==> config.mk <==
export PLATFORM = sky130hd
export DESIGN_NAME = mieu_core
export DESIGN_NICKNAME = d
export VERILOG_FILES = /design/src/rtl/mieu_pkg.sv /design/src/rtl/mieu_core.sv
export VERILOG_INCLUDE_DIRS = /design/src /design/src/rtl
export SDC_FILE = /design/constraint.sdc
export NUM_CORES = 1
export LEC_CHECK = 0
export BUFFER_PORTS_ARGS = -buffer_cell sky130_fd_sc_hd__buf_4
export CELL_PAD_IN_SITES_DETAIL_PLACEMENT = 0
export CELL_PAD_IN_SITES_GLOBAL_PLACEMENT = 1
export CORE_MARGIN = 3
export CORE_UTILIZATION = 58
export CTS_CLUSTER_DIAMETER = 150
export DETAILED_ROUTE_END_ITERATION = 6
export HOLD_SLACK_MARGIN = 0.12
export PLACE_DENSITY_LB_ADDON = 0.1
export SYNTH_ARGS = -nofsm -noshare
export SYNTH_HDL_FRONTEND = slang
export SYNTH_SLANG_ARGS = --single-unit
==> constraint.sdc <==
create_clock -name pclk -period 10 [get_ports pclk]
set_clock_uncertainty 0.15 [all_clocks]
set_input_delay 1 -clock pclk [delete_from_list [all_inputs] [get_ports pclk]]
set_output_delay 1 -clock pclk [all_outputs]
set_load 0.01 [all_outputs]
==> src/rtl/mieu_params.svh <==
/*
  Constants of the instruction execute unit: register offsets, field
  positions, reset values and timing counts.
  Assumes inclusion by the unit itself and by the bench.
*/
`ifndef MIEU_PARAMS_SVH
`define MIEU_PARAMS_SVH
// Register byte offsets
`define MIEU_OFS_INSTR   8'h00
`define MIEU_OFS_STATUS  8'h04
`define MIEU_OFS_ACC     8'h08
`define MIEU_OFS_PC      8'h0C
`define MIEU_OFS_TABLE_HIGH_BYTE    8'h10
`define MIEU_OFS_MADDR   8'h14
`define MIEU_OFS_MDATA   8'h18
// Instruction word fields
`define MIEU_F_OP_LSB    0
`define MIEU_F_BIT_LSB   6
`define MIEU_F_MADR_LSB  10
`define MIEU_F_IMM_LSB   16
// Status bits
`define MIEU_ST_GIE      6
`define MIEU_ST_BUSY     8
`define MIEU_ST_HALT     9
`define MIEU_ST_PRE1     10
`define MIEU_ST_PRE2     11
// Data memory slot that aliases the low program counter byte
`define MIEU_PCL_ADDR    6'h06
// Reset values
`define MIEU_RST_ACC     8'h00
`define MIEU_RST_PC      11'h000
`define MIEU_RST_FLAGS   6'h00
// Timing: system clocks per machine cycle
`define MIEU_MCYC_CLKS   4
`endif

==> src/rtl/mieu_pkg.sv <==
/*
  Types of the instruction execute unit.
  Assumes mieu_params.svh on the include path.
*/
`default_nettype none
package mieu_pkg;
  typedef enum logic [5:0] {
    OP_NOP  = 6'h00, OP_JMP  = 6'h01, OP_SZ   = 6'h02, OP_SZA  = 6'h03,
    OP_SZB  = 6'h04, OP_SNZB = 6'h05, OP_SIZ  = 6'h06, OP_SDZ  = 6'h07,
    OP_INCR_SKIP_RESULT_TO_ACCUMULATOR = 6'h08, OP_DECR_SKIP_RESULT_TO_ACCUMULATOR = 6'h09, OP_CALL = 6'h0A, OP_RET  = 6'h0B,
    OP_RETA = 6'h0C, OP_IRQ_EXIT = 6'h0D, OP_TABC = 6'h0E, OP_TABL = 6'h0F,
    OP_CLR  = 6'h10, OP_SET  = 6'h11, OP_CLRB = 6'h12, OP_WDT  = 6'h13,
    OP_WDT1 = 6'h14, OP_WDT2 = 6'h15, OP_SWAP = 6'h16, OP_SWPA = 6'h17,
    OP_HALT = 6'h18, OP_ADC  = 6'h19, OP_ADD_WITH_CARRY_TO_MEMORY = 6'h1A, OP_ADD  = 6'h1B,
    OP_ADDI = 6'h1C, OP_SUM_INTO_MEMORY = 6'h1D, OP_AND  = 6'h1E, OP_ANDI = 6'h1F,
    OP_BITAND_INTO_MEMORY = 6'h20
  } mieu_op_t;

  typedef struct packed {
    logic to;
    logic powerdown_flag;
    logic ov;
    logic z;
    logic ac;
    logic c;
  } mieu_flags_t;

  typedef enum logic [1:0] {
    ST_IDLE = 2'b01,
    ST_EXEC = 2'b10
  } mieu_state_t;
endpackage
`default_nettype wire

==> src/rtl/mieu_core.sv <==
/*
  Instruction execute unit with an APB register slave, 64-byte data memory,
  6-level stack and a 14-bit program memory read port for table fetches.
  Assumes program memory answers rom_data one clock after rom_addr changes,
  on the same clock as pclk; the watchdog counter sits outside.
*/
// Decided for this implementation: the APB register port and the address map.
// Summary of operation
// - Zero and bit tests skip the next instruction when true; one cycle otherwise.
// - Increment/decrement skip writes memory back, skips on zero, adds both extras.
// - Accumulator forms of increment/decrement skip load the accumulator, skip on zero.
// - A taken skip adds one machine cycle of four clocks.
// - Writing the low program counter byte adds one machine cycle.
// - Jump loads the target, takes two cycles, flags unchanged.
// - Call pushes program counter plus one, loads target, two cycles.
// - Returns pop the program counter in two cycles, flags unchanged.
// - Table fetches write low byte to memory, upper bits to table high.
// - Clearing a byte writes zero and leaves flags alone.
// - Bit clear zeroes only the selected bit, flags unchanged.
// - Single watchdog clear resets counter and clears both flags.
// - Preclear pair clears watchdog and flags only when both have run.
// - Nibble swap exchanges halves; accumulator form leaves memory and flags.
// - Power-down takes one cycle and updates both flags.
// - Add with carry sums accumulator, byte and carry; updates four flags.
// - Plain add stores sum in accumulator or memory; four flags updated.
// - Bitwise AND updates only the zero flag.
// - Interrupt return also sets the global interrupt enable.
// - Power-down stops clock, clears watchdog, sets powerdown, clears timeout.
`default_nettype none
`include "mieu_params.svh"
module mieu_core
  import mieu_pkg::*;
#(
  parameter int STACK_DEPTH = 6
) (
  // Clock and reset
  input  wire logic        pclk,
  input  wire logic        presetn,
  // APB slave
  input  wire logic        psel,
  input  wire logic        penable,
  input  wire logic        pwrite,
  input  wire logic [7:0]  paddr,
  input  wire logic [31:0] pwdata,
  output var  logic [31:0] prdata,
  output var  logic        pready,
  output var  logic        pslverr,
  // Program memory read port
  output var  logic [10:0] rom_addr,
  input  wire logic [13:0] rom_data,
  // Watchdog and power control
  output var  logic        wdt_clear,
  output var  logic        halt
);
  initial begin
    if (STACK_DEPTH < 1 || STACK_DEPTH > 8) $error("STACK_DEPTH must be 1 to 8");
  end

  logic [7:0]   mem_q [64];
  logic [10:0]  stk_q [STACK_DEPTH];
  logic [2:0]   sp_q;
  logic [7:0]   acc_q, madr_q;
  logic [10:0]  pc_q;
  logic [5:0]   table_high_byte_q;
  mieu_flags_t  fl_q;
  logic         gie_q, pre1_q, pre2_q, busy_q, halt_q, wdt_q;
  logic [31:0]  ir_q;
  logic [3:0]   cnt_q;
  mieu_state_t  st_q;
  logic         tab_q;
  logic [5:0]   tdst_q;

  // APB decode
  logic apb_wr, apb_rd_setup, issue;
  assign apb_wr       = psel & penable & pready & pwrite;
  assign apb_rd_setup = psel & ~penable;
  assign issue        = apb_wr & (paddr == `MIEU_OFS_INSTR) & ~busy_q & ~halt_q;

  // Instruction fields
  mieu_op_t     op;
  logic [2:0]   bsel;
  logic [5:0]   ma;
  logic [7:0]   imm;
  logic [10:0]  tgt;
  logic [7:0]   rdv;
  assign op   = mieu_op_t'(pwdata[`MIEU_F_OP_LSB +: 6]);
  assign bsel = pwdata[`MIEU_F_BIT_LSB +: 3];
  assign ma   = pwdata[`MIEU_F_MADR_LSB +: 6];
  assign imm  = pwdata[`MIEU_F_IMM_LSB +: 8];
  assign tgt  = pwdata[`MIEU_F_IMM_LSB +: 11];
  assign rdv  = (ma == `MIEU_PCL_ADDR) ? pc_q[7:0] : mem_q[ma];

  // Adder shared by add forms
  logic [7:0]  add_b;
  logic        add_ci;
  logic [8:0]  sum9;
  logic [4:0]  sum5;
  assign add_b  = (op == OP_ADDI) ? imm : rdv;
  assign add_ci = (op == OP_ADC || op == OP_ADD_WITH_CARRY_TO_MEMORY) ? fl_q.c : 1'b0;
  assign sum9   = {1'b0, acc_q} + {1'b0, add_b} + {8'h00, add_ci};
  assign sum5   = {1'b0, acc_q[3:0]} + {1'b0, add_b[3:0]} + {4'h0, add_ci};

  // Execute decode
  logic         acc_we, m_we, skip, pc_ld, push, pop, wdt_d, halt_d, gie_set, tab_d;
  logic [7:0]   acc_wd, m_wd, inc_v, dec_v, and_v;
  logic [10:0]  pc_tgt;
  logic [1:0]   base_cyc;
  mieu_flags_t  fl_d;
  logic         pre1_d, pre2_d;
  assign inc_v = rdv + 8'h01;
  assign dec_v = rdv - 8'h01;
  assign and_v = acc_q & ((op == OP_ANDI) ? imm : rdv);

  always_comb begin
    acc_we   = 1'b0;
    acc_wd   = acc_q;
    m_we     = 1'b0;
    m_wd     = rdv;
    skip     = 1'b0;
    pc_ld    = 1'b0;
    pc_tgt   = tgt;
    push     = 1'b0;
    pop      = 1'b0;
    wdt_d    = 1'b0;
    halt_d   = 1'b0;
    gie_set  = 1'b0;
    tab_d    = 1'b0;
    base_cyc = 2'd1;
    fl_d     = fl_q;
    pre1_d   = pre1_q;
    pre2_d   = pre2_q;
    case (op)
      OP_JMP: begin
        pc_ld    = 1'b1;
        base_cyc = 2'd2;
      end
      OP_SZ:   skip = (rdv == 8'h00);
      OP_SZA: begin
        skip   = (rdv == 8'h00);
        acc_we = 1'b1;
        acc_wd = rdv;
      end
      OP_SZB:  skip = ~rdv[bsel];
      OP_SNZB: skip = rdv[bsel];
      OP_SIZ, OP_SDZ: begin
        m_we = 1'b1;
        m_wd = (op == OP_SIZ) ? inc_v : dec_v;
        skip = (m_wd == 8'h00);
      end
      OP_INCR_SKIP_RESULT_TO_ACCUMULATOR, OP_DECR_SKIP_RESULT_TO_ACCUMULATOR: begin
        acc_we = 1'b1;
        acc_wd = (op == OP_INCR_SKIP_RESULT_TO_ACCUMULATOR) ? inc_v : dec_v;
        skip   = (acc_wd == 8'h00);
      end
      OP_CALL: begin
        push     = 1'b1;
        pc_ld    = 1'b1;
        base_cyc = 2'd2;
      end
      OP_RET, OP_RETA, OP_IRQ_EXIT: begin
        pop      = 1'b1;
        pc_ld    = 1'b1;
        pc_tgt   = stk_q[(sp_q == 3'd0) ? 3'(STACK_DEPTH - 1) : sp_q - 3'd1];
        base_cyc = 2'd2;
        acc_we   = (op == OP_RETA);
        acc_wd   = imm;
        gie_set  = (op == OP_IRQ_EXIT);
      end
      OP_TABC, OP_TABL: begin
        tab_d    = 1'b1;
        base_cyc = 2'd2;
      end
      OP_CLR: begin
        m_we = 1'b1;
        m_wd = 8'h00;
      end
      OP_SET: begin
        m_we = 1'b1;
        m_wd = 8'hFF;
      end
      OP_CLRB: begin
        m_we       = 1'b1;
        m_wd[bsel] = 1'b0;
      end
      OP_WDT: begin
        wdt_d  = 1'b1;
        fl_d.to  = 1'b0;
        fl_d.powerdown_flag = 1'b0;
        pre1_d = 1'b0;
        pre2_d = 1'b0;
      end
      OP_WDT1, OP_WDT2: begin
        if ((op == OP_WDT1) ? pre2_q : pre1_q) begin
          wdt_d    = 1'b1;
          fl_d.to  = 1'b0;
          fl_d.powerdown_flag = 1'b0;
          pre1_d   = 1'b0;
          pre2_d   = 1'b0;
        end else if (op == OP_WDT1) begin
          pre1_d = 1'b1;
        end else begin
          pre2_d = 1'b1;
        end
      end
      OP_SWAP: begin
        m_we = 1'b1;
        m_wd = {rdv[3:0], rdv[7:4]};
      end
      OP_SWPA: begin
        acc_we = 1'b1;
        acc_wd = {rdv[3:0], rdv[7:4]};
      end
      OP_HALT: begin
        halt_d   = 1'b1;
        wdt_d    = 1'b1;
        fl_d.powerdown_flag = 1'b1;
        fl_d.to  = 1'b0;
      end
      OP_ADC, OP_ADD_WITH_CARRY_TO_MEMORY, OP_ADD, OP_ADDI, OP_SUM_INTO_MEMORY: begin
        acc_we  = (op != OP_ADD_WITH_CARRY_TO_MEMORY && op != OP_SUM_INTO_MEMORY);
        m_we    = ~acc_we;
        acc_wd  = sum9[7:0];
        m_wd    = sum9[7:0];
        fl_d.c  = sum9[8];
        fl_d.ac = sum5[4];
        fl_d.z  = (sum9[7:0] == 8'h00);
        fl_d.ov = (acc_q[7] == add_b[7]) & (sum9[7] != acc_q[7]);
      end
      OP_AND, OP_ANDI, OP_BITAND_INTO_MEMORY: begin
        acc_we = (op != OP_BITAND_INTO_MEMORY);
        m_we   = (op == OP_BITAND_INTO_MEMORY);
        acc_wd = and_v;
        m_wd   = and_v;
        fl_d.z = (and_v == 8'h00);
      end
      default: ;
    endcase
  end

  // Cycle length: base, taken skip, low program counter write
  logic        pcl_wr;
  logic [2:0]  mcyc;
  logic [3:0]  clk_tot;
  assign pcl_wr  = (m_we | tab_d) & (ma == `MIEU_PCL_ADDR);
  assign mcyc    = {1'b0, base_cyc} + {2'b00, skip} + {2'b00, pcl_wr};
  assign clk_tot = 4'(mcyc * `MIEU_MCYC_CLKS - 1);

  // Sequencer
  always_ff @(posedge pclk or negedge presetn) begin
    if (!presetn) begin
      st_q   <= ST_IDLE;
      cnt_q  <= 4'h0;
      busy_q <= 1'b0;
      ir_q   <= 32'h0000_0000;
    end else begin
      case (st_q)
        ST_IDLE: begin
          if (issue) begin
            st_q   <= ST_EXEC;
            cnt_q  <= clk_tot;
            busy_q <= 1'b1;
            ir_q   <= pwdata;
          end
        end
        ST_EXEC: begin
          cnt_q <= cnt_q - 4'h1;
          if (cnt_q == 4'h0) begin
            st_q   <= ST_IDLE;
            busy_q <= 1'b0;
          end
        end
        default: st_q <= ST_IDLE;
      endcase
    end
  end

  // Table fetch: address at issue, data taken when the instruction ends
  always_ff @(posedge pclk or negedge presetn) begin
    if (!presetn) begin
      rom_addr <= 11'h000;
      tab_q    <= 1'b0;
      tdst_q   <= 6'h00;
      table_high_byte_q   <= 6'h00;
    end else if (issue && tab_d) begin
      rom_addr <= (op == OP_TABL) ? {3'b111, acc_q} : {pc_q[10:8], acc_q};
      tab_q    <= 1'b1;
      tdst_q   <= ma;
    end else if (tab_q && cnt_q == 4'h0) begin
      table_high_byte_q <= rom_data[13:8];
      tab_q  <= 1'b0;
    end
  end

  // Data memory
  always_ff @(posedge pclk) begin
    if (issue && m_we && ma != `MIEU_PCL_ADDR) begin
      mem_q[ma] <= m_wd;
    end else if (tab_q && cnt_q == 4'h0 && tdst_q != `MIEU_PCL_ADDR) begin
      mem_q[tdst_q] <= rom_data[7:0];
    end else if (apb_wr && paddr == `MIEU_OFS_MDATA) begin
      mem_q[madr_q[5:0]] <= pwdata[7:0];
    end
  end

  // Program counter and stack
  always_ff @(posedge pclk or negedge presetn) begin
    if (!presetn) begin
      pc_q <= `MIEU_RST_PC;
      sp_q <= 3'd0;
    end else if (issue) begin
      if (pc_ld) begin
        pc_q <= pc_tgt;
      end else if (m_we && ma == `MIEU_PCL_ADDR) begin
        pc_q <= {pc_q[10:8], m_wd};
      end else begin
        pc_q <= pc_q + (skip ? 11'd2 : 11'd1);
      end
      if (push) begin
        sp_q <= (sp_q == 3'(STACK_DEPTH - 1)) ? 3'd0 : sp_q + 3'd1;
      end else if (pop) begin
        sp_q <= (sp_q == 3'd0) ? 3'(STACK_DEPTH - 1) : sp_q - 3'd1;
      end
    end else if (tab_q && cnt_q == 4'h0 && tdst_q == `MIEU_PCL_ADDR) begin
      pc_q <= {pc_q[10:8], rom_data[7:0]};
    end else if (apb_wr && paddr == `MIEU_OFS_PC && !busy_q) begin
      pc_q <= pwdata[10:0];
    end
  end

  always_ff @(posedge pclk) begin
    if (issue && push) begin
      stk_q[sp_q] <= pc_q + 11'd1;
    end
  end

  // Accumulator, flags and control bits
  always_ff @(posedge pclk or negedge presetn) begin
    if (!presetn) begin
      acc_q  <= `MIEU_RST_ACC;
      fl_q   <= `MIEU_RST_FLAGS;
      gie_q  <= 1'b0;
      pre1_q <= 1'b0;
      pre2_q <= 1'b0;
      madr_q <= 8'h00;
    end else if (issue) begin
      if (acc_we) begin
        acc_q <= acc_wd;
      end
      fl_q   <= fl_d;
      pre1_q <= pre1_d;
      pre2_q <= pre2_d;
      if (gie_set) begin
        gie_q <= 1'b1;
      end
    end else if (apb_wr && !busy_q) begin
      case (paddr)
        `MIEU_OFS_ACC:   acc_q <= pwdata[7:0];
        `MIEU_OFS_MADDR: madr_q <= {2'b00, pwdata[5:0]};
        `MIEU_OFS_STATUS: begin
          fl_q.ov <= pwdata[3];
          fl_q.z  <= pwdata[2];
          fl_q.ac <= pwdata[1];
          fl_q.c  <= pwdata[0];
          gie_q   <= pwdata[`MIEU_ST_GIE];
        end
        default: ;
      endcase
    end
  end

  // Watchdog clear pulse and power-down state
  always_ff @(posedge pclk or negedge presetn) begin
    if (!presetn) begin
      wdt_q  <= 1'b0;
      halt_q <= 1'b0;
    end else begin
      wdt_q <= issue & wdt_d;
      if (issue && halt_d) begin
        halt_q <= 1'b1;
      end else if (apb_wr && paddr == `MIEU_OFS_STATUS && pwdata[`MIEU_ST_HALT]) begin
        halt_q <= 1'b0;
      end
    end
  end
  assign wdt_clear = wdt_q;
  assign halt      = halt_q;

  // APB answer, one clock after setup
  logic [31:0] rd_d;
  logic        err_d;
  always_comb begin
    rd_d  = 32'h0000_0000;
    err_d = 1'b0;
    case (paddr)
      `MIEU_OFS_INSTR:  rd_d = ir_q;
      `MIEU_OFS_STATUS: rd_d = {20'h00000, pre2_q, pre1_q, halt_q, busy_q, 1'b0, gie_q, fl_q};
      `MIEU_OFS_ACC:    rd_d = {24'h000000, acc_q};
      `MIEU_OFS_PC:     rd_d = {21'h000000, pc_q};
      `MIEU_OFS_TABLE_HIGH_BYTE:   rd_d = {26'h0000000, table_high_byte_q};
      `MIEU_OFS_MADDR:  rd_d = {24'h000000, madr_q};
      `MIEU_OFS_MDATA:  rd_d = {24'h000000, mem_q[madr_q[5:0]]};
      default:          err_d = 1'b1;
    endcase
  end

  always_ff @(posedge pclk or negedge presetn) begin
    if (!presetn) begin
      prdata  <= 32'h0000_0000;
      pready  <= 1'b0;
      pslverr <= 1'b0;
    end else begin
      pready  <= apb_rd_setup;
      pslverr <= apb_rd_setup & err_d;
      prdata  <= (apb_rd_setup && !pwrite) ? rd_d : 32'h0000_0000;
    end
  end
endmodule
`default_nettype wire

; ---- Yosys cells after proc, flatten, opt, wreduce, memory -nomap -nowiden
; Memory sizes are Yosys's and may differ from the RTL's.
; Cells that the tools add are included.
[word_totals]
ff_bits = 136
mem_bits_rw = 578
n_memories = 2
word_cells = 291
[mem_list]
columns = name, depth, word_bits, read_ports, rd_clocked_by_memory_dff, wr, line
row1 = mem_q, 64, 8, 2, 0, 1, mieu_core.sv:59  ; logic [7:0] mem_q [64];
row2 = stk_q, 6, 11, 1, 0, 1, mieu_core.sv:60  ; logic [10:0] stk_q [STACK_DEPTH];
[classes]
n_mux = 91
n_eq_ne = 62
add_sub_neg = 14
magnitude_cmp = 2
n_reduce_logical = 71
bitwise = 22
[op_table]
columns = op, n
row1 = 32-bit one-hot mux with 7 select lines, 1
row2 = 6-bit by 5-bit equality test with 1-bit output (second input constant), 16
row3 = 8-bit two-way mux, 11
row4 = 11-bit two-way mux, 7
row5 = 8-bit one-hot mux with 7 select lines, 1
row6 = 6-bit by 4-bit equality test with 1-bit output (second input constant), 8
row7 = 8-bit zero test, 6
row8 = 8-bit one-hot mux with 6 select lines, 1
row9 = 1-bit two-way mux, 40
row10 = 6-bit by 3-bit equality test with 1-bit output (second input constant), 6
row11 = 32-bit two-way mux, 1
row12 = 3-bit AND reduction, 9
row13 = 8-bit by 5-bit equality test with 1-bit output (second input constant), 3
row14 = 1-bit logical AND, 18
row15 = 2-bit nonzero test, 9
row16 = 8-bit AND, 2
row17 = 8-bit by 4-bit equality test with 1-bit output (second input constant), 2
row18 = 4-bit two-way mux, 4
row19 = 8-bit OR reduction, 2
row20 = 7-bit OR reduction, 2
row21 = 6-bit by 2-bit equality test with 1-bit output (second input constant), 2
row22 = 2-bit two-way mux, 6
row23 = 3-bit two-way mux, 4
row24 = 6-bit two-way mux, 2
row25 = 55 further kinds, 99

; ---- Logic depth before layout (Yosys ltp)
; Gate-level depths: netlist (run 1).
[logic_depth]
depth_word = 13
mapped_depth = 30

; ---- Worst setup path before layout (run 1)
; Ideal clock, no wire load.
[synth_path]
kind = input-to-reg
start = input port pwdata[2]
end = memory mem_q[0][7] (data pin)
path_slack_ns = 2.718
cell_stages = 20
setup_ns = 0.588
t_arrival_ns = 6.544
path_cell_list = clkbuf_1 > clkbuf_1 > clkbuf_1 > and2_1 > and3_1 > clkbuf_1 > clkbuf_1 > o21ai_0 > fa_1 > a21o_1 > a21oi_1 > o21ai_0 > a21oi_1 > o21ai_0 > a21oi_1 > xnor2_1 > a22oi_1 > o2111ai_1 > o21ai_0 > a31oi_1
[synth_between]
elab_chain_cells = 11
[synth_rtl]
columns = item, line
row1 = start: declaration, mieu_core.sv:44  ; input wire logic [31:0] pwdata,
row2 = branches (longest 10 deep; another with 8-bit by 8-bit adder with 9-bit output), n/a
row3 = 8-bit two-way mux (no line) *, n/a
row4 = end: declaration, mieu_core.sv:59
; Mark *: on every way between the ends.

; ---- Final worst setup path (run 1)
[layout_path]
start = input port pwdata[11]
end = memory mem_q[10][6] (data pin)
[layout_between]
elab_chain_cells = 8
[layout_rtl]
columns = item, line
row1 = memory 64 x 8 bit or 6-bit by 3-bit equality test with 1-bit output (tied branches), n/a
row2 = 8-bit two-way mux, mieu_core.sv:91  ; assign rdv = (ma == `MIEU_PCL_ADDR) ? pc_q[7:0] : mem_q[ma];
row3 = 8-bit two-way mux, mieu_core.sv:98  ; assign add_b = (op == OP_ADDI) ? imm : rdv;
row4 = 8-bit by 8-bit adder with 9-bit output, mieu_core.sv:100  ; assign sum9 = {1'b0, acc_q} + {1'b0, add_b} + {8'h00, add_ci};
row5 = 9-bit by 1-bit adder with 9-bit output, mieu_core.sv:100
row6 = 8-bit one-hot mux with 7 select lines, mieu_core.sv:132  ; case (op)
row7 = 8-bit two-way mux (no line), n/a
row8 = 8-bit two-way mux (no line) *, n/a
; Mark *: on every way between the ends. The rest lies on a longest branch, timed or not.

==> metrics.md, run 1 <==
| Metric | Value |
|---|---|
| Vias in the first global route | `23.54k` |
| CP max stage delay | `between 900 and 1000 ps` |
| Setup TNS | `0 ps` |
| Leak | `13.76 nW` |
| Post-DR wirelength/cell | `34.83 um` |
| Fillers | `about 4.3k` |
| RSZ-0062 raised after global routing | `no` |
| Die Width | `255.1 um` |
| First-pass GRT wire length | `around 170,000 um` |
| Post-detailed-route count of antenna-violating nets | `0` |
| Most Crowded Layer GR | `met2` |
| Cells after Synth | `2,432` |
| Combinational share of power | `8.4%` |
| Post-CTS Setup Inserts | `0` |
| Die height | `roughly 260 um` |
| Worst skew pair latency | `between 600 and 700 ps` |
| Max Fclk | `127.4 MHz` |
| Initial DRC count | `3,312` |
| Crit path kind | `in -> reg` |
| Clk sinks | `between 700 and 800` |
| PwrDens | `168.5 mW/mm2` |
| Sw Ratio | `24.09%` |
| Clock slew at reported path FFs | `60 ps` |
| Mapped Area | `0.03598 mm2` |
| Total Wirelength | `about 120,000 um` |
| Pins over their slew limit | `0` |
| Top cell by count, worst path | `o21ai_0` |
| Cell Int Power | `5.105 mW` |
| Vias per std cell | `7.275` |
| Flop pwr share | `49.3%` |
| Design Area, Final | `0.03992 mm2` |
| GRT overflow | `0` |
| Num CTS Buffers | `75` |
| Total Nets Final | `2,573` |
| Post-synth top flop | `edfxtp_1` |
| Critical-path top delay cell | `o21a_2` |
| Post-synthesis register bit count | `713` |
| Final setup violation count | `0` |
| Syn Nets | `2,513` |
| Syn. warnings | `0` |
| Max FO, Critical Path | `64` |
| P&R area growth vs syn | `10.96%` |
| Outcome | `finished, violations left` |
| Initial Util | `59.16%` |
| CTS Hold Bufs | `0` |
| Pre-antenna DRT Iters | `7` |
| PortBufs | `105` |
| Final Cycle Share | `approximately four fifths` |
| Hold/Removal Path Class | `in -> async` |
| Die ar. | `0.06505 mm2` |
| Met1 Usage GRT | `49.85%` |
| Diode count | `0` |
| GR Util All Layers | `36.20%` |
| Gpl congestion | `1.028` |
| # H-tree levels | `3` |
| Clock network fraction of total power | `42.2%` |
| Sw Pwr | `1.620 mW` |
| Post-placement cell area | `between 0.03 and 0.04 mm2` |
| Failing checks | `DRC` |
| Worst Max-Slew Pin Slew | `1362 ps` |
| Root Driver | `clkbuf_16` |
| Worst setup EP type | `register` |
| CORE AREA | `0.06081 mm2` |
| Crit-path cells | `buf_4 -> buf_4 -> mux4_2 -> nor2b_1 -> a211oi_1 -> o2111ai_2 -> o211ai_4 -> o21ai_0 -> fa_1 -> inv_1 -> fa_1 -> nor2b_1 -> o21ai_0 -> a21boi_0 -> o21ai_0 -> a21boi_0 -> nor3_1 -> a31oi_1 -> nand3b_1 -> a21oi_1 -> o311ai_0 -> o21a_2` |
| CP arrival | `7940 ps` |
| Initial antenna violation count | `0` |
| Met3 Resource Use GR | `7.306%` |
| Ys async rst share | `about a fifth` |
| Hold Violations, Final | `0` |
| PostCTS Resize Cnt | `0` |
| DRC viols | `12` |
| Seq/Total Area, Yosys | `about 58%` |
| Worst path required time | `just over 10,000 ps` |
| Met2 usage | `55.44%` |
| Max rail drop VDD | `0.1658 mV` |
| Syn Area/Cell | `14.79 um2` |
| Final Critical Period | `approximately 7800 ps` |
| Utilization after layout | `65.65%` |
| Largest net degree at the start of global routing | `100` |
| Post-synth EDFFs | `between 500 and 600` |
| Max-cap violation count | `0` |
| CTS Buffer Depth | `3` |
| CTS tree | `built` |
| Layout cells sized above 1 | `24.94%` |
| DP HPWL | `approximately 78,000 um` |
| Critical path launch point type | `input pin` |
| Yosys cell types | `91` |
| IO Count | `106` |
| DR vias | `24.24k` |
| Slew margin rel. | `8.872%` |
| # rows | `90` |
[synth_stat cells, types with 6 or more instances]
| cell | count | area [um2] |
|---|---|---|
| nor2_1 | 216 | 810.8 |
| nor4_1 | 12 | 75.07 |
| a22oi_1 | 42 | 315.3 |
| or3_1 | 7 | 43.79 |
| dfrtp_1 | 134 | 3353 |
| buf_2 | 21 | 105.1 |
| o31ai_1 | 10 | 75.07 |
| and2_1 | 7 | 43.79 |
| clkbuf_1 | 103 | 386.6 |
| nor3_1 | 26 | 130.1 |
| o2111ai_1 | 10 | 87.58 |
| ha_1 | 17 | 212.7 |
| xor2_1 | 10 | 87.58 |
| and3_1 | 31 | 193.9 |
| xnor2_1 | 21 | 183.9 |
| o21ai_0 | 79 | 395.4 |
| mux4_1 | 11 | 289.0 |
| nand2b_1 | 23 | 143.9 |
| o21ai_1 | 7 | 35.03 |
| inv_1 | 33 | 123.9 |
| nand3b_1 | 7 | 52.55 |
| mux2_2 | 56 | 630.6 |
| o211ai_1 | 18 | 135.1 |
| a31oi_1 | 19 | 118.9 |
| edfxtp_1 | 578 | 17360 |
| buf_1 | 24 | 90.09 |
| mux2i_1 | 118 | 1181 |
| a211oi_1 | 11 | 82.58 |
| o22ai_1 | 22 | 137.6 |
| a21o_1 | 8 | 60.06 |
| o21a_1 | 7 | 52.55 |
| a221oi_1 | 8 | 70.07 |
| nand4_1 | 9 | 56.30 |
| mux4_2 | 263 | 5923 |
| nand2_1 | 149 | 559.3 |
| a21oi_1 | 107 | 535.5 |
| a211o_1 | 7 | 61.31 |
| a222oi_1 | 6 | 60.06 |
| nand3_1 | 66 | 330.3 |
| or2_2 | 6 | 37.54 |
| nor2b_1 | 15 | 93.84 |
| buf_12 | 7 | 140.1 |
[cell type report]
class | count | area [um2] | share of cell area [%]
clock buffers | 91 | 2057 | 5.153
clock inverters | 44 | 456.7 | 1.144
inverters | 35 | 131.4 | 0.3291
multi-input cells | 1515 | 14350 | 35.94
flip-flops and latches | 713 | 20740 | 51.97
well taps | 782 | 978.4 | 2.451
repair buffers | 152 | 1202 | 3.012
[state kept, by name (all words and copies together), names as in the netlist, 3 cells and up]
| signal | count |
|---|---|
| acc_q | 8 |
| cnt_q | 4 |
| fl_q | 5 |
| ir_q | 32 |
| madr_q | 6 |
| mem_q | 512 |
| pc_q | 11 |
| prdata | 32 |
| rom_addr | 11 |
| sp_q | 3 |
| stk_q | 66 |
| table_high_byte_q | 6 |
| tdst_q | 6 |
[power by group through the flow]
stage,Clock (mW),Sequential [mW],Combinational [mW]
2_1_floorplan,0,3.38,0.332
3_3_place_gp,0,3.38,0.544
3_5_place_dp,0,3.38,0.556
4_1_cts,2.87,3.32,0.556
5_1_grt,2.98,3.31,0.599
6_report,2.84,3.32,0.568
[cell usage in the layout (no fill, tap or decap), types with 18 or more instances in the layout]
| cell type | count |
|---|---|
| a21oi_1 | 103 |
| a22oi_1 | 42 |
| and3_1 | 31 |
| buf_4 | 146 |
| clkbuf_16 | 80 |
| dfrtp_1 | 131 |
| edfxtp_1 | 578 |
| inv_1 | 33 |
| mux2_2 | 56 |
| mux2i_1 | 118 |
| mux4_2 | 263 |
| nand2_1 | 148 |
| nand2b_1 | 23 |
| nand3_1 | 66 |
| nor2_1 | 215 |
| nor3_1 | 25 |
| o211ai_1 | 18 |
| o21ai_0 | 79 |
| o22ai_1 | 22 |
| xnor2_1 | 21 |
[kinds of logic (layout without fill, tap and decap cells)]
| family | after synthesis | in the layout | share of synthesized area, % |
|---|---|---|---|
| AO/OA/AOI/OAI | 420 | 420 | 7.891 |
| XOR/XNOR | 31 | 31 | 0.7547 |
| adder cells (fa/ha/maj) | 22 | 22 | 0.8694 |
| buffers and inverters | 204 | 322 | 2.810 |
| flip-flops | 713 | 713 | 57.64 |
| multiplexers | 452 | 452 | 22.43 |
| AND/OR/NAND/NOR | 590 | 590 | 7.609 |
[path summary, 6_finish.rpt]
path / slack (ps) / cells past startpoint / endpoint / start
max: 2150 / 22 / mem_q[10][6]$_DFFE_PP_ / pwdata[11]
min: 270 / 1 / ir_q[12]$_DFFE_PN0P_ / presetn
max reg2reg: 3110 / 20 / mem_q[10][6]$_DFFE_PP_ / mem_q[59][0]$_DFFE_PP_
min reg2reg: 330 / 2 / ir_q[0]$_DFFE_PN0P_ / ir_q[0]$_DFFE_PN0P_
max in group asynchronous: 8080 / 2 / acc_q[1]$_DFFE_PN0P_ / presetn
min in group pclk: 330 / 2 / ir_q[0]$_DFFE_PN0P_ / ir_q[0]$_DFFE_PN0P_
[worst max-delay path: cells and delay by family]
family | cells | cell delay [ps]
compound gates | 12 | 4020
buf+inv | 3 | 1140
fa+ha+maj | 2 | 670
simple gates | 4 | 590
mux | 1 | 400
[per-layer routing]
layer	routed length [um]	vias up
met2	52870	1760
met1	43360	12280
met5	0	-
li1	-	9871
met4	7352	0
met3	12480	334
[through the flow]
stage          cells  worst slack (ps)  total power [mW]  hold slack (ps)
3_5_place_dp    3197              1655             3.933            316.3
2_1_floorplan   2432              2718             3.708            291.8
4_1_cts         3332              2313             6.740            287.1
3_3_place_gp    3197              1876             3.921            308.7
5_1_grt         3332              1819             6.898            311.6
6_report        3332              2153             6.725            272.9
Power figures use the tool's default switching activity.
==> run 2, diff against run 1 <==
--- a/config.mk
+++ b/config.mk
@@ -10,7 +10,7 @@
 export CELL_PAD_IN_SITES_DETAIL_PLACEMENT = 0
 export CELL_PAD_IN_SITES_GLOBAL_PLACEMENT = 1
 export CORE_MARGIN = 3
-export CORE_UTILIZATION = 58
+export CORE_UTILIZATION = 53
 export CTS_CLUSTER_DIAMETER = 150
 export DETAILED_ROUTE_END_ITERATION = 6
 export HOLD_SLACK_MARGIN = 0.12
==> constraint.sdc (replaced) <==
create_clock -name pclk -period 8.1 [get_ports pclk]
set_clock_uncertainty 0.15 [all_clocks]
set_input_delay 0.81 -clock pclk [delete_from_list [all_inputs] [get_ports pclk]]
set_output_delay 0.81 -clock pclk [all_outputs]
set_load 0.01 [all_outputs]
==> run 2 against run 1 <==
The run now ends clean. Global-route usage decreased by 4.2 points. Clock-buffer cell count increased by 8. Worst setup slack got worse by 930 ps. Routed wire length decreased by 2.4%. Combinational power increased by 24%. Critical endpoint is now mem_q[31][6]$_DFFE_PP_. Largest cell class unchanged. Highest routed layer is now met5.
==> metrics.md, run 2 (synthesis gave the netlist of run 1 again) <==
| Metric | Value |
|---|---|
| Outcome | `finished clean` |
| Num CTS Buffers | `76` |
| Finished Layout Cells | `3,437` |
| DP HPWL | `about 78,000 um` |
| Gpl congestion | `0.9767` |
| Hold Violations, Final | `0` |
| Final Critical Period | `6877 ps` |
| GR Util All Layers | `32.05%` |
| Total Nets Final | `2,590` |
| Max rail drop VDD | `0.3551 mV` |
| Post-detailed-route count of antenna-violating nets | `0` |
| DR vias | `23.82k` |
| CTS Buffer Depth | `3` |
| Clk sinks | `between 700 and 800` |
| Clock slew at reported path FFs | `60 ps` |
| Most flops, register | `mem_q` |
| PostCTS Resize Cnt | `0` |
| Vias per std cell | `around 7` |
| DP Cell Count | `3,294` |
| P&R area growth vs syn | `11.67%` |
| # H-tree levels | `3` |
| Crit-path cells | `buf_8 -> buf_4 -> mux4_2 -> mux2i_1 -> o22ai_1 -> nor4_4 -> a211oi_2 -> nor2_1 -> o21ai_0 -> ha_1 -> nor2b_1 -> o21ai_0 -> a21boi_0 -> o21ai_0 -> a21boi_0 -> nor3_1 -> a31oi_1 -> nand3b_1 -> a21oi_1 -> o311ai_0 -> o21a_2 -> buf_12` |
| Pins over their slew limit | `0` |
| Fillers | `5,029` |
| Final Cycle Share | `between 80% and 90%` |
| Post-CTS Setup Inserts | `0` |
| Worst path required time | `8390 ps` |
| Max reg flops | `roughly 510` |
| Final setup violation count | `0` |
| Leak | `13.82 nW` |
| Total Wirelength | `113,300 um` |
| Commonest cells after routing, fill and taps aside | `578 x edfxtp_1, 263 x mux4_2, 215 x nor2_1, 159 x buf_4, 148 x nand2_1` |
| Vias in the first global route | `23.44k` |
| PwrDens | `206.2 mW/mm2` |
| # rows | `94` |
| Root Driver | `clkbuf_16` |
| Max Fclk | `between 100 and 150 MHz` |
| Crit path kind | `in -> reg` |
| First-pass GRT wire length | `163,900 um` |
| Max-cap violation count | `0` |
| Regs by FF count | `mem_q x512, stk_q x66` |
| Initial Util | `54.14%` |
| Worst skew pair latency | `630 ps` |
| Largest net degree at the start of global routing | `roughly 130` |
| Initial DRC count | `3,240` |
| Initial antenna violation count | `3` |
| Max FO, Critical Path | `42` |
| Layout cells sized above 1 | `24.92%` |
| Slew margin rel. | `a little over an eighth` |
| Post-DR wirelength/cell | `32.95 um` |
| CTS tree | `built` |
| IO Count | `106` |
| Critical-path top delay cell | `nor4_4` |
| DRC viols | `0` |
| RSZ-0062 raised after global routing | `no` |
| Hold/Removal Path Class | `in -> reg` |
| CP max stage delay | `620 ps` |
| Utilization after layout | `60.46%` |
| Pre-antenna DRT Iters | `6` |
| Setup TNS | `0 ps` |
| Die Width | `266.5 um` |
| Top cell by count, worst path | `o21ai_0` |
| Worst setup EP type | `register` |
| CORE AREA | `0.06645 mm2` |
| Worst Max-Slew Pin Slew | `1290 ps` |
| GRT overflow | `0` |
| Reg2Reg Setup Slack | `1680 ps` |
| Critical path launch point type | `input pin` |
| Final hold slack | `around 270 ps` |
| PortBufs | `105` |
| Die height | `roughly 270 um` |
| CP arrival | `7160 ps` |
| Die ar. | `about 0.071 mm2` |
| Commonest non-fill, non-tap cell in the layout | `edfxtp_1` |
-- run 2: cell count changes in the layout (fill, tap and decap cells not counted), sizes merged --
cell | before | now
clkbuf | 91 | 99
buf | 152 | 167
diode | 0 | 1
dlygate4sd3 | 0 | 1
clkinvlp | 2 | 3
bufinv | 6 | 7
clkinv | 32 | 30
inv | 39 | 37
-- run 2: power by group --
group          internal (mW)  switching (mW)  total [mW]
Sequential              4.08          0.0157        4.09
Clock                   2.01            1.47        3.48
Combinational          0.214           0.492       0.706
Total                   6.31            1.98        8.28
-- run 2: critical path: cells and delay by family --
| kind | cells | cell delay (ps) |
|---|---|---|
| AO/OA/AOI/OAI | 11 | 2480 |
| AND/OR/NAND/NOR | 5 | 1550 |
| buffers and inverters | 3 | 1090 |
| multiplexers | 2 | 730 |
| adder cells (fa/ha/maj) | 1 | 350 |
-- run 2: final timing paths --
kind | end | cells past startpoint | from
setup / recovery | mem_q[31][6]$_DFFE_PP_ | 22 | pwdata[10]
hold / removal | ir_q[27]$_DFFE_PN0P_ | 2 | pwdata[27]
setup reg to reg | pc_q[10]$_DFFE_PN0P_ | 24 | mem_q[59][0]$_DFFE_PP_
hold reg to reg | ir_q[6]$_DFFE_PN0P_ | 2 | ir_q[6]$_DFFE_PN0P_
max in group asynchronous | acc_q[5]$_DFFE_PN0P_ | 3 | presetn
min in group asynchronous | ir_q[29]$_DFFE_PN0P_ | 2 | presetn
-- run 2: final cells by class --
cell class,instances,area (um2),area share (%)
inverters,35,131.4,0.3270
clock inverters,42,469.2,1.168
well taps,864,1081,2.691
diodes,1,2.502,0.006229
clock buffers,99,2029,5.052
multi-input cells,1515,14370,35.76
flip-flops and latches,713,20750,51.64
repair buffers,168,1350,3.360
-- run 2: routing by layer --
layer  vias up  GRT usage [%]  wire [um]  share of wire [%]
met4         4          14.48       5894                5.2
met3       265          6.490      10560                9.3
met5         -              0         25              0.022
li1       9909              -          -                  -
met2      1360          50.40      52750                 47
met1     12290          43.78      44020                 39
-- run 2: per-stage QoR --
step,instance area [um2],setup slack (ps),total power [mW]
2_1_floorplan,35980,1008,4.577
3_3_place_gp,37660,756.3,4.851
3_5_place_dp,37660,689.5,4.863
4_1_cts,40170,1300,8.312
5_1_grt,40170,815.5,8.520
6_report,40170,1223,8.283
-- run 2: repair_timing --
action	CTS	global route
setup endpoints to repair	0	0
endpoints found under the hold margin	72	0
hold buffers	1	0
